===== src/core/lcdc_pkg.sv =====
package lcdc_pkg;
	localparam int unsigned SEG_MAX = 44;
	localparam logic [2:0] DM_SECTOR = 3'h4;
	localparam logic [7:0] DM_LAST_SMALL = 8'h1D;
	localparam logic [7:0] DM_LAST_LARGE = 8'h2B;
	localparam logic [1:0] REG_MAIN_IDX = 2'h0;
	localparam logic [1:0] REG_PUMP_IDX = 2'h1;
	localparam logic [1:0] REG_CLKDUTY_IDX = 2'h2;
	localparam int unsigned MC_TYPE_BIT = 7;
	localparam int unsigned MC_RCT_BIT = 6;
	localparam int unsigned MC_CPWR_LSB = 4;
	localparam int unsigned MC_IS_LSB = 1;
	localparam int unsigned MC_EN_BIT = 0;
	localparam int unsigned PS_RSUP_BIT = 3;
	localparam int unsigned PS_VS_LSB = 0;
	localparam int unsigned CD_PCK_LSB = 5;
	localparam int unsigned CD_DUTY_LSB = 1;
	localparam int unsigned CD_BIAS_BIT = 0;
	localparam logic [7:0] MC_WMASK = 8'hF7;
	localparam logic [7:0] PS_WMASK = 8'h0B;
	localparam logic [7:0] CD_WMASK = 8'hE7;
	localparam logic [7:0] MC_RESET = 8'h00;
	localparam logic [7:0] PS_RESET = 8'h00;
	localparam logic [7:0] CD_RESET = 8'h00;
	localparam logic [2:0] LCD_DIV_LAST = 3'h7;
	localparam logic [6:0] PUMP_HALF_MAX = 7'h40;
	localparam logic [2:0] PUMP_CODE_LAST = 3'h6;
	localparam logic [1:0] DUTY_4 = 2'h0;
	localparam logic [1:0] DUTY_6 = 2'h1;
	localparam logic [1:0] DUTY_8 = 2'h2;
	typedef enum logic [1:0] {
		MODE_FAST = 2'h0,
		MODE_SLOW = 2'h1,
		MODE_IDLE = 2'h3,
		MODE_SLEEP = 2'h2
	} lcdc_mode_t;

	function automatic logic [3:0] lcdc_com_count(input logic [1:0] duty, input logic c_type);
		if (duty == DUTY_8 && !c_type) begin
			lcdc_com_count = 4'h8;
		end else if (duty == DUTY_6) begin
			lcdc_com_count = 4'h6;
		end else begin
			lcdc_com_count = 4'h4;
		end
	endfunction : lcdc_com_count

	function automatic logic [7:0] lcdc_com_mask(input logic [3:0] count);
		case (count)
			4'h8: lcdc_com_mask = 8'hFF;
			4'h6: lcdc_com_mask = 8'h3F;
			default: lcdc_com_mask = 8'h0F;
		endcase
	endfunction : lcdc_com_mask
endpackage : lcdc_pkg


===== src/core/lcdc_clkgen.sv =====
`timescale 1ns/1ps
`default_nettype none
module lcdc_clkgen (
	input wire logic ref_clk,
	input wire logic rst,
	input wire logic fsub_in,
	input wire logic scan_run,
	input wire logic pump_run,
	input wire logic [2:0] pump_div,
	output logic lcd_tick,
	output logic c_pump_clk
);
	import lcdc_pkg::*;

	logic fsub_q_r;
	logic fsub_rise;
	logic [2:0] div_r;
	logic tick_r;
	logic [6:0] pump_cnt_r;
	logic pump_clk_r;
	logic [6:0] pump_half;
	logic [2:0] pump_code;

	// Sub-clock is slow enough to edge-detect on ref_clk
	assign fsub_rise = fsub_in & ~fsub_q_r;
	// Code 111 behaves as 110
	assign pump_code = (pump_div > PUMP_CODE_LAST) ? PUMP_CODE_LAST : pump_div;
	assign pump_half = PUMP_HALF_MAX >> pump_code;

	// No reset: a cleared copy would fake a rise if the sub-clock is high
	always_ff @(posedge ref_clk) begin
		fsub_q_r <= fsub_in;
	end

	always_ff @(posedge ref_clk) begin
		if (rst || !scan_run) begin
			div_r <= 3'h0;
			tick_r <= 1'b0;
		end else begin
			tick_r <= fsub_rise && (div_r == LCD_DIV_LAST);
			if (fsub_rise) begin
				div_r <= div_r + 3'h1;
			end
		end
	end

	always_ff @(posedge ref_clk) begin
		if (rst || !pump_run) begin
			pump_cnt_r <= 7'h00;
			pump_clk_r <= 1'b0;
		end else if (fsub_rise) begin
			if (pump_cnt_r >= pump_half - 7'h01) begin
				pump_cnt_r <= 7'h00;
				pump_clk_r <= ~pump_clk_r;
			end else begin
				pump_cnt_r <= pump_cnt_r + 7'h01;
			end
		end
	end

	assign lcd_tick = tick_r;
	assign c_pump_clk = pump_clk_r;
endmodule : lcdc_clkgen
`default_nettype wire


===== src/core/lcdc_ctrl.sv =====
`timescale 1ns/1ps
`default_nettype none
module lcdc_ctrl #(
	parameter int unsigned NUM_SEG = 44
) (
	input wire logic ref_clk,
	input wire logic rst,
	input wire lcdc_pkg::lcdc_mode_t op_mode,
	input wire logic fsub_in,
	input wire logic [2:0] dm_sector,
	input wire logic dm_sel,
	input wire logic sfr_sel,
	input wire logic [7:0] addr,
	input wire logic wr_en,
	input wire logic rd_en,
	input wire logic [7:0] wdata,
	output logic [7:0] rdata,
	output logic [23:0] com_lvl,
	output logic [7:0] com_oe_n,
	output logic [3*NUM_SEG-1:0] seg_lvl,
	output logic [NUM_SEG-1:0] seg_oe_n,
	output logic lcd_active,
	output logic waveform_type_b,
	output logic bias_scheme_c,
	output logic [1:0] c_power_source_sel,
	output logic [1:0] r_bias_current_sel,
	output logic r_supply_internal,
	output logic r_pump_en,
	output logic [1:0] r_pump_voltage_sel,
	output logic c_pump_en,
	output logic c_pump_clk,
	output logic bias_quarter,
	output logic [3:0] com_count
);
	import lcdc_pkg::*;

	localparam int unsigned AW = $clog2(NUM_SEG);
	localparam logic [7:0] DM_DEPTH = 8'(NUM_SEG);

	if (NUM_SEG < 2 || NUM_SEG > SEG_MAX) begin : g_bad_seg
		$error("lcdc_ctrl: NUM_SEG out of range");
	end

	logic [7:0] main_ctl_r;
	logic [7:0] pump_sel_r;
	logic [7:0] clk_duty_r;
	logic [7:0] disp_mem [NUM_SEG];
	logic [7:0] rdata_r;
	logic [7:0] rdata_nxt;

	logic waveform_type;
	logic bias_scheme_sel;
	logic display_enable;
	logic r_supply_sel;
	logic [2:0] c_pump_clock_div;
	logic [1:0] duty_sel;
	logic bias_bit;

	logic lcd_on;
	logic [3:0] com_n;
	logic [7:0] com_mask;
	logic quarter_eff;
	logic dm_hit;
	logic sfr_wr;
	logic lcd_tick;

	logic [2:0] slot_r;
	logic half_r;
	logic pol_r;
	logic slot_last;
	logic polarity;
	logic [NUM_SEG-1:0] seg_on;
	logic [23:0] com_lvl_r;
	logic [3*NUM_SEG-1:0] seg_lvl_r;
	logic [7:0] com_oe_n_r;
	logic [NUM_SEG-1:0] seg_oe_n_r;

	// Level code k means k/N of the panel supply, N = 3 or 4
	function automatic logic [2:0] level_of(
		input logic is_com,
		input logic active,
		input logic neg,
		input logic quarter
	);
		logic [2:0] top;
		top = quarter ? 3'h4 : 3'h3;
		if (is_com) begin
			if (!neg) begin
				level_of = active ? top : 3'h1;
			end else begin
				level_of = active ? 3'h0 : top - 3'h1;
			end
		end else begin
			if (!neg) begin
				level_of = active ? 3'h0 : 3'h2;
			end else begin
				level_of = active ? top : top - 3'h2;
			end
		end
	endfunction : level_of

	// Control registers sit at small indices on the register select
	function automatic logic sfr_is(input logic [7:0] a, input logic [1:0] idx);
		sfr_is = (a == {6'h00, idx});
	endfunction : sfr_is

	assign waveform_type = main_ctl_r[MC_TYPE_BIT];
	assign bias_scheme_sel = main_ctl_r[MC_RCT_BIT];
	assign display_enable = main_ctl_r[MC_EN_BIT];
	assign r_supply_sel = pump_sel_r[PS_RSUP_BIT];
	assign c_pump_clock_div = clk_duty_r[CD_PCK_LSB +: 3];
	assign duty_sel = clk_duty_r[CD_DUTY_LSB +: 2];
	assign bias_bit = clk_duty_r[CD_BIAS_BIT];

	// Sleep overrides the enable bit
	assign lcd_on = display_enable && (op_mode != MODE_SLEEP);
	// Eight-COM request under C bias and the unimplemented code fall back
	assign com_n = lcdc_com_count(duty_sel, bias_scheme_sel);
	assign com_mask = lcdc_com_mask(com_n);
	// Quarter bias honoured only where it is legal
	assign quarter_eff = bias_bit && !bias_scheme_sel && (com_n == 4'h8);

	assign dm_hit = dm_sel && (dm_sector == DM_SECTOR) && (addr < DM_DEPTH);
	assign sfr_wr = sfr_sel && wr_en;

	// Register writes; unimplemented bits never stored
	always_ff @(posedge ref_clk) begin
		if (rst) begin
			main_ctl_r <= MC_RESET;
		end else if (sfr_wr && sfr_is(addr, REG_MAIN_IDX)) begin
			main_ctl_r <= wdata & MC_WMASK;
		end
	end

	always_ff @(posedge ref_clk) begin
		if (rst) begin
			pump_sel_r <= PS_RESET;
		end else if (sfr_wr && sfr_is(addr, REG_PUMP_IDX)) begin
			pump_sel_r <= wdata & PS_WMASK;
		end
	end

	always_ff @(posedge ref_clk) begin
		if (rst) begin
			clk_duty_r <= CD_RESET;
		end else if (sfr_wr && sfr_is(addr, REG_CLKDUTY_IDX)) begin
			clk_duty_r <= wdata & CD_WMASK;
		end
	end

	// Display memory keeps its contents through reset, like ordinary RAM
	always_ff @(posedge ref_clk) begin
		if (wr_en && dm_hit) begin
			disp_mem[addr[AW-1:0]] <= wdata & com_mask;
		end
	end

	// Read path; masking again covers a duty change after the write
	always_comb begin
		rdata_nxt = 8'h00;
		if (dm_hit) begin
			rdata_nxt = disp_mem[addr[AW-1:0]] & com_mask;
		end else if (sfr_sel) begin
			case (addr)
				{6'h00, REG_MAIN_IDX}: rdata_nxt = main_ctl_r;
				{6'h00, REG_PUMP_IDX}: rdata_nxt = pump_sel_r;
				{6'h00, REG_CLKDUTY_IDX}: rdata_nxt = clk_duty_r;
				default: rdata_nxt = 8'h00;
			endcase
		end
	end

	always_ff @(posedge ref_clk) begin
		if (rst) begin
			rdata_r <= 8'h00;
		end else if (rd_en) begin
			rdata_r <= rdata_nxt;
		end
	end

	lcdc_clkgen u_clkgen (
		.ref_clk(ref_clk),
		.rst(rst),
		.fsub_in(fsub_in),
		.scan_run(lcd_on),
		.pump_run(c_pump_en),
		.pump_div(c_pump_clock_div),
		.lcd_tick(lcd_tick),
		.c_pump_clk(c_pump_clk)
	);

	// Greater-or-equal guards against a duty shrink mid-frame
	assign slot_last = (slot_r >= 3'(com_n - 4'h1));
	assign polarity = waveform_type ? pol_r : half_r;

	// Slot sequencer: Type A flips polarity inside each slot,
	// Type B once per frame, with each slot one tick long instead of two
	always_ff @(posedge ref_clk) begin
		if (rst || !lcd_on) begin
			slot_r <= 3'h0;
			half_r <= 1'b0;
			pol_r <= 1'b0;
		end else if (lcd_tick) begin
			if (!waveform_type) begin
				half_r <= ~half_r;
				if (half_r) begin
					slot_r <= slot_last ? 3'h0 : slot_r + 3'h1;
				end
			end else begin
				half_r <= 1'b0;
				slot_r <= slot_last ? 3'h0 : slot_r + 3'h1;
				if (slot_last) begin
					pol_r <= ~pol_r;
				end
			end
		end
	end

	// Memory is sampled live every cycle, no software handshake
	for (genvar i = 0; i < NUM_SEG; i++) begin : g_seg
		assign seg_on[i] = disp_mem[i][slot_r];

		always_ff @(posedge ref_clk) begin
			if (rst || !lcd_on) begin
				seg_lvl_r[3*i +: 3] <= 3'h0;
			end else begin
				seg_lvl_r[3*i +: 3] <= level_of(1'b0, seg_on[i], polarity, quarter_eff);
			end
		end
	end

	for (genvar k = 0; k < 8; k++) begin : g_com
		always_ff @(posedge ref_clk) begin
			if (rst || !lcd_on || k >= com_n) begin
				com_lvl_r[3*k +: 3] <= 3'h0;
			end else begin
				com_lvl_r[3*k +: 3] <= level_of(1'b1, slot_r == 3'(k), polarity, quarter_eff);
			end
		end
	end

	// Chip reset floats the pins; unused COMs are left to the pin mux
	always_ff @(posedge ref_clk) begin
		if (rst) begin
			com_oe_n_r <= 8'hFF;
			seg_oe_n_r <= '1;
		end else begin
			com_oe_n_r <= ~com_mask;
			seg_oe_n_r <= '0;
		end
	end

	assign rdata = rdata_r;
	assign com_lvl = com_lvl_r;
	assign seg_lvl = seg_lvl_r;
	assign com_oe_n = com_oe_n_r;
	assign seg_oe_n = seg_oe_n_r;
	assign lcd_active = lcd_on;
	assign waveform_type_b = waveform_type;
	assign bias_scheme_c = bias_scheme_sel;
	assign c_power_source_sel = main_ctl_r[MC_CPWR_LSB +: 2];
	assign r_bias_current_sel = main_ctl_r[MC_IS_LSB +: 2];
	assign r_supply_internal = r_supply_sel;
	// Pump is only worth running with the panel actually driven
	assign r_pump_en = r_supply_sel && !bias_scheme_sel && lcd_on;
	assign r_pump_voltage_sel = pump_sel_r[PS_VS_LSB +: 2];
	assign c_pump_en = bias_scheme_sel && lcd_on;
	assign bias_quarter = quarter_eff;
	assign com_count = com_n;
endmodule : lcdc_ctrl
`default_nettype wire


===== config.mk =====
export PLATFORM = sky130hd
export DESIGN_NAME = lcdc_ctrl
export DESIGN_NICKNAME = d
export VERILOG_FILES = /design/src/core/lcdc_pkg.sv /design/src/core/lcdc_clkgen.sv /design/src/core/lcdc_ctrl.sv
export SDC_FILE = /design/constraint.sdc
export NUM_CORES = 1
export LEC_CHECK = 0
export ABC_AREA = 1
export ABC_CLOCK_PERIOD_IN_PS = 3400
export BUFFER_PORTS_ARGS = -buffer_cell sky130_fd_sc_hd__buf_2
export CAP_MARGIN = 30
export CORE_MARGIN = 2
export CORE_UTILIZATION = 55
export DETAILED_ROUTE_END_ITERATION = 16
export PLACE_DENSITY = 0.74
export SLEW_MARGIN = 20
export SYNTH_ARGS = -nofsm -noshare
export SYNTH_HDL_FRONTEND = slang
export SYNTH_HIERARCHICAL = 1
export SYNTH_SLANG_ARGS = --single-unit

===== constraint.sdc =====
create_clock -name ref_clk -period 3.4 [get_ports ref_clk]
set_clock_uncertainty 0.1 [all_clocks]
set_input_delay 0.68 -clock ref_clk [delete_from_list [all_inputs] [get_ports ref_clk]]
set_output_delay 0.68 -clock ref_clk [all_outputs]
set_load 0.02 [all_outputs]

Yosys cells after proc, flatten, opt, wreduce, memory -nomap -nowiden
Memory sizes are Yosys's and may differ from the RTL's.
Cells that the tools add are included.

word-level totals
  bits in registers = 250
  memory bits (writable) = 352
  input bits = 28
  output and inout port bits = 234
  logic and storage cells = 407
  memories = 1

memories
  memory    words  bits a word  read ports  clocked after Yosys merged registers in  write ports  RTL line         RTL
  disp_mem  44     8            45          0                                        1            lcdc_ctrl.sv:47  logic [7:0] disp_mem [NUM_SEG];

operators by class
  $add $sub $neg = 7
  magnitude comparators = 13
  equal/unequal tests = 16
  shift operators = 1
  mux-type cells = 261
  bitwise gates (word level) = 8
  reduce and logical (&&, ||, !) cells = 34

operator list
  cell                                                number
  2-to-1 mux 3 bit                                    117
  binary-select mux 1 bit (select 3 bit)              44
  2-to-1 mux 2 bit                                    45
  2-to-1 mux 1 bit                                    48
  2-to-1 mux 44 bit                                   1
  one-hot mux 8 bit (3 select lines)                  1
  == test 3 bit, second input constant                6
  bitwise AND 8 bit                                   2
  >= comparator 3 x 4 -> 1 bit, first input constant  4
  2-to-1 mux 8 bit                                    2
  one-hot mux 8 bit (2 select lines)                  1
  logical AND 1 bit                                   15
  logical OR 1 bit                                    10
  == test 8 x 1 -> 1 bit, second input constant       1
  == test 8 x 2 -> 1 bit, second input constant       1
  >= comparator 1 x 4 -> 1 bit, first input constant  2
  >= comparator 2 x 4 -> 1 bit, first input constant  2
  logical NOT 8 bit                                   1
  < comparator 8 x 6 -> 1 bit, second input constant  1
  inverter 8 bit                                      1
  adder 7 x 1 -> 7 bit, second input constant         1
  >= comparator 7 bit                                 1
  2-to-1 mux 7 bit                                    1
  right shift 7 x 3 -> 7 bit, first input constant    1
  22 further kinds                                    31

Longest topological paths before layout
  word-level depth = 9
  mapped depth = 18
  gate-level depth less buffers = 18

Modules after synthesis
Netlist, hierarchy kept.

modules (own cells, without submodules)
  module       instances  cells an instance  area an instance (sq um)  seq. area each (sq um)
  lcdc_ctrl    1          3418               30974.7                   18297.5
  lcdc_clkgen  1          131                940.9                     260.2

Worst setup path before layout
No wires, ideal clock.

  kind = register to register
  start point = register main_ctl_r[6]
  end point = memory disp_mem[0][4], data pin
  library setup time = 0.503 ns
  arrival = 3.061 ns
  required time = 2.797 ns
  setup slack = -0.264 ns
  stages on the path, launching flop included = 4
  buffers on the path = 0
  clock period less this slack = 3.664 ns
  path through = dfxtp_1 -> nor3_1 -> ha_1 -> nor2_1

on the way
  word-level cells in the longest chain between the ends = 6
  elaborated cells on any way between the ends = 7
  classes of those cells = eq/ne: 2; mux: 2; bitwise: 1; reduce/logical: 2

ends and longest elaborated chain
  what                                                     RTL line          RTL
  start: declaration                                       lcdc_ctrl.sv:44   logic [7:0] main_ctl_r;
  start signal: assignment                                 lcdc_ctrl.sv:131  main_ctl_r <= wdata & MC_WMASK;
  logical NOT 1 bit *                                      lcdc_pkg.sv:39    if (duty == DUTY_8 && !c_type) begin
  logical AND 1 bit *                                      lcdc_pkg.sv:39
  2-to-1 mux 4 bit *                                       lcdc_pkg.sv:39
  net com_count[3]                                         lcdc_ctrl.sv:33   output logic [3:0] com_count
  == test 4 x 3 -> 1 bit or == test 4 bit (tied branches)  lcdc_pkg.sv:49    case (count)
  one-hot mux 8 bit (2 select lines) *                     lcdc_pkg.sv:49
  bitwise AND 8 bit *                                      lcdc_ctrl.sv:154  disp_mem[addr[AW-1:0]] <= wdata & com_mask;
  end: declaration                                         lcdc_ctrl.sv:47

Mark *: on every way through the listed nets, which the timed path passes. The rest lies on a longest branch.

Worst setup path in the final report
  start point = register main_ctl_r[6]
  end point = output port bias_quarter

on the way
  word-level cells in the longest chain between the ends = 5
  elaborated cells on any way between the ends = 6
  classes of those cells = eq/ne: 1; mux: 1; reduce/logical: 4

ends and longest elaborated chain
  what                 RTL line                          RTL
  logical NOT 1 bit *  lcdc_pkg.sv:39, lcdc_ctrl.sv:121
  logical AND 1 bit    lcdc_pkg.sv:39
  2-to-1 mux 4 bit     lcdc_pkg.sv:39
  == test 4 bit        lcdc_ctrl.sv:121                  assign quarter_eff = bias_bit && !bias_scheme_sel && (com_n == 4'h8);
  logical AND 1 bit *  lcdc_ctrl.sv:121
  end: declaration     lcdc_ctrl.sv:32                   output logic bias_quarter,

Mark *: on every way between the ends. The rest lies on a longest branch, timed or not.

==> impl_results.md <==
- Vias/cell: between 5 and 6
- Top cell type's share of synthesized area: 48.2%
- Worst hold path startpoint: fsub_in
- Share of layout cells above drive strength 1: between 10% and 20%
- Crit. End Element: output port
- Post-Synth XOR/XNOR Area: 0.137%
- Synth Area in Simple Gates: around 21%
- Ys async rst share: 0%
- Worst Setup SP: main_ctl_r[6]
- Cell taking the most area after synthesis: edfxtp_1
- Sequential area share after synthesis: 58.1%
- Mux contribution to synthesized area: less than 1%
- Avg Cell Area, Syn: 8.99 µm²
- EDFF count, synth: between 500 and 600
- Htree depth: 3
- Final Hold Fails: 0
- Compound-Gate Fraction of Synth Area: 8.61%
- Wire per inst: 18.4 µm
- CTS Hold Buffers Added: 0
- Total power: between 15 and 20 mW
- Worst-Skew Late Latency: 0.62 ns
- I/O pin total: 262
- Initial antenna violation count: 1
- Worst Tran Pin Value: 0.875 ns
- Pre-antenna DRT Iters: 7
- Clock Sink Count: ~670
- Final critical-path share of the clock period: 95.7%
- Post-Synth Adder-Cell Area: 2.67%
- Placer congestion estimate: 0.946
- DIE AREA: 60000 µm²
- Final wirelength: 86.0 mm
- Nets: 3957
- Crit Path Category: reg -> out
- Total number of vias: 25361
- Vias in the first global route: 23735
- DR DRC count: 0
- Core ar.: 57600 µm²
- Worst r2r src: slot_r[0]
- CP max FO: 39
- Layout area overhead: 14.6%
- Post-route ant nets: 0
- 1st-iter DRT viols: around 3000
- Initial core utilization: 55.4%
- Max Slew Vio Count: 0
- Syn Inst Count: between 3000 and 4000
- Max Fclk: around 300 MHz
- Peak supply drop: approximately 0.00044 V
- Slew headroom: 41.4%
- Mapped Area: 31900 µm²
- Cell variety after synth: 45
- Number of synthesized register bits: 671
- Final global-route overflow total: 0
- Non-Filler Instances: roughly 4700
- Root Buffer Master: clkbuf_16
- Clock slew at reported path FFs: 0.06 ns
- Max Cap Violations: 0
- Overall routing resource usage: 28.5%
- CTS Buf Count: 71
- Hold WS: ~0.11 ns
- Clk buf depth: 3
- P per Cell Area: 479 nW/µm²
- YS warnings: 6
- Placed insts: 4552
- Setup TNS: 0 ns
- Setup crit start kind: flop
- Port buffer count: 260
- WP data required: 2.62 ns
- Fin crit period: 3.25 ns
- Primary FF master, synth: edfxtp_1
- Post-CTS sizing: 0
- Die Ht: ~240 µm
- Largest family of logic cells by synthesized area: simple AND/OR/NAND/NOR gates
- Cell leakage power: 16.0 nW
- TritonCTS clock tree: built
- Hold Crit Class: in -> reg
- Fin util: 63.5%
- HPWL after DPL: ~55 mm
- WP data arrival: 2.47 ns
- Die extent in x: 245 µm
- Largest net degree at the start of global routing: 117
- Outcome: complete, no violations
- Ranking of synthesized cells by area: edfxtp_1, nand2_1, dfxtp_1, inv_1, nand3_1
- Post-CTS Setup Bufs: 0
- RSZ-0062 raised after global routing: false
- First-pass GRT wire length: 131 mm
- Endpoints failing setup: 0
- Row count: just under 90
[cells in the final DEF, fill, tap and decap left out, types with 9 or more instances in the layout]
cell       count
a21oi_1      145
a221oi_1      22
a31oi_1       47
buf_12        20
buf_2        258
buf_4         88
clkbuf_1      18
clkbuf_16     76
clkinv_2      12
conb_1       161
dfxtp_1      156
edfxtp_1     512
ha_1          68
inv_1        379
inv_2         13
nand2_1     1006
nand3_1      249
nand4_1       15
nor2_1       292
nor2_4        10
nor3_1        13
nor4_1         9
o21ai_0      200
o21ai_1       53
o22ai_1       21
[worst max-delay path, stage by stage (launching register included)]
cell and delay [ns]:
dfxtp_1 0.36, nor3_1 0.20, buf_4 0.19, ha_1 0.25, inv_1 0.16, nor3_2 0.20
buf_12 0.24, buf_2 0.21
[flip-flops by register name, summed over array words and instances, names as in the netlist]
register             cells
u_clkgen/c_pump_clk      1
com_lvl                 24
disp_mem               512
com_oe_n                 3
pol_r                    1
rdata                    8
u_clkgen/fsub_q_r        1
slot_r                   3
main_ctl_r               7
u_clkgen/lcd_tick        1
u_clkgen/div_r           3
u_clkgen/pump_cnt_r      7
half_r                   1
seg_lvl                 89
pump_sel_r               3
seg_oe_n                 1
clk_duty_r               6
[worst paths after layout]
path                                          end  slack (ns)  cells after the start
worst max-delay path                 bias_quarter        0.15                      7
worst min-delay path            u_clkgen/fsub_q_r        0.11                      1
worst max register to register        seg_lvl[16]        0.60                      9
worst min register to register  u_clkgen/div_r[1]        0.37                      2
[cell usage after synthesis (2+ instances only)]
library cell / count
edfxtp_1: 512
ha_1: 68
buf_2: 105
nor3_1: 14
o21ai_1: 53
nand3_1: 249
clkbuf_1: 54
buf_1: 17
dfxtp_1: 159
a221oi_1: 22
nand2_2: 5
inv_2: 15
xnor2_1: 2
nor2_4: 6
nand4_1: 15
nand2_1: 1006
nor4_1: 9
nor2_2: 6
o211ai_1: 6
xor2_1: 3
buf_4: 111
a21oi_2: 2
a21oi_1: 145
a31oi_1: 47
o21ai_0: 200
nor2_1: 295
nor3_2: 2
a211oi_1: 4
inv_1: 381
o22ai_1: 21
[power by group]
| group | internal (mW) | leakage (nW) | switching [mW] |
|---|---|---|---|
| clock | 4.47 | 1.14 | 3.18 |
| sequential | 8.90 | 5.97 | 0.0355 |
| combinational | 0.251 | 8.93 | 0.694 |
[per-stage QoR]
stage / instance area, µm² / worst slack [ns]
4_1_cts: 36600 / 0.153
3_3_place_gp: 34300 / 0.291
5_1_grt: 36600 / 0.0418
6_report: 36600 / 0.147
3_5_place_dp: 34300 / 0.177
2_1_floorplan: 32500 / -0.264
[routing by layer]
metal  share of wire (%)  wire (µm)  vias up  track usage, %
met4                 4.5       3880        2            13.1
met3                 9.3       7960      236            5.05
met2                  47      40800     1377            47.7
li1                    -          -    12067               -
met5               0.020         17        -               0
met1                  39      33400    11679            36.2
[kinds of logic (layout without fill, tap and decap cells)]
| group | Yosys count | in the layout |
|---|---|---|
| buffers and inverters | 686 | 890 |
| xor gates and xnor gates | 5 | 5 |
| and+or+nand+nor | 1613 | 1613 |
| DFF | 671 | 671 |
| AOI/OAI and AO/OA | 504 | 504 |
| other | 1 | 162 |
| adders and majority gates | 68 | 68 |
| muxes | 1 | 1 |
[layout make-up]
class | count | area, µm²
fill | 4697 | 21000
sequential | 671 | 18600
multi-input combinational | 2352 | 10900
timing repair buffer | 368 | 2380
clock buffer | 100 | 2050
inverter | 397 | 1500
tap | 765 | 957
clock inverter | 25 | 265
antenna | 1 | 2.50
(Power assumes the default switching activity.)
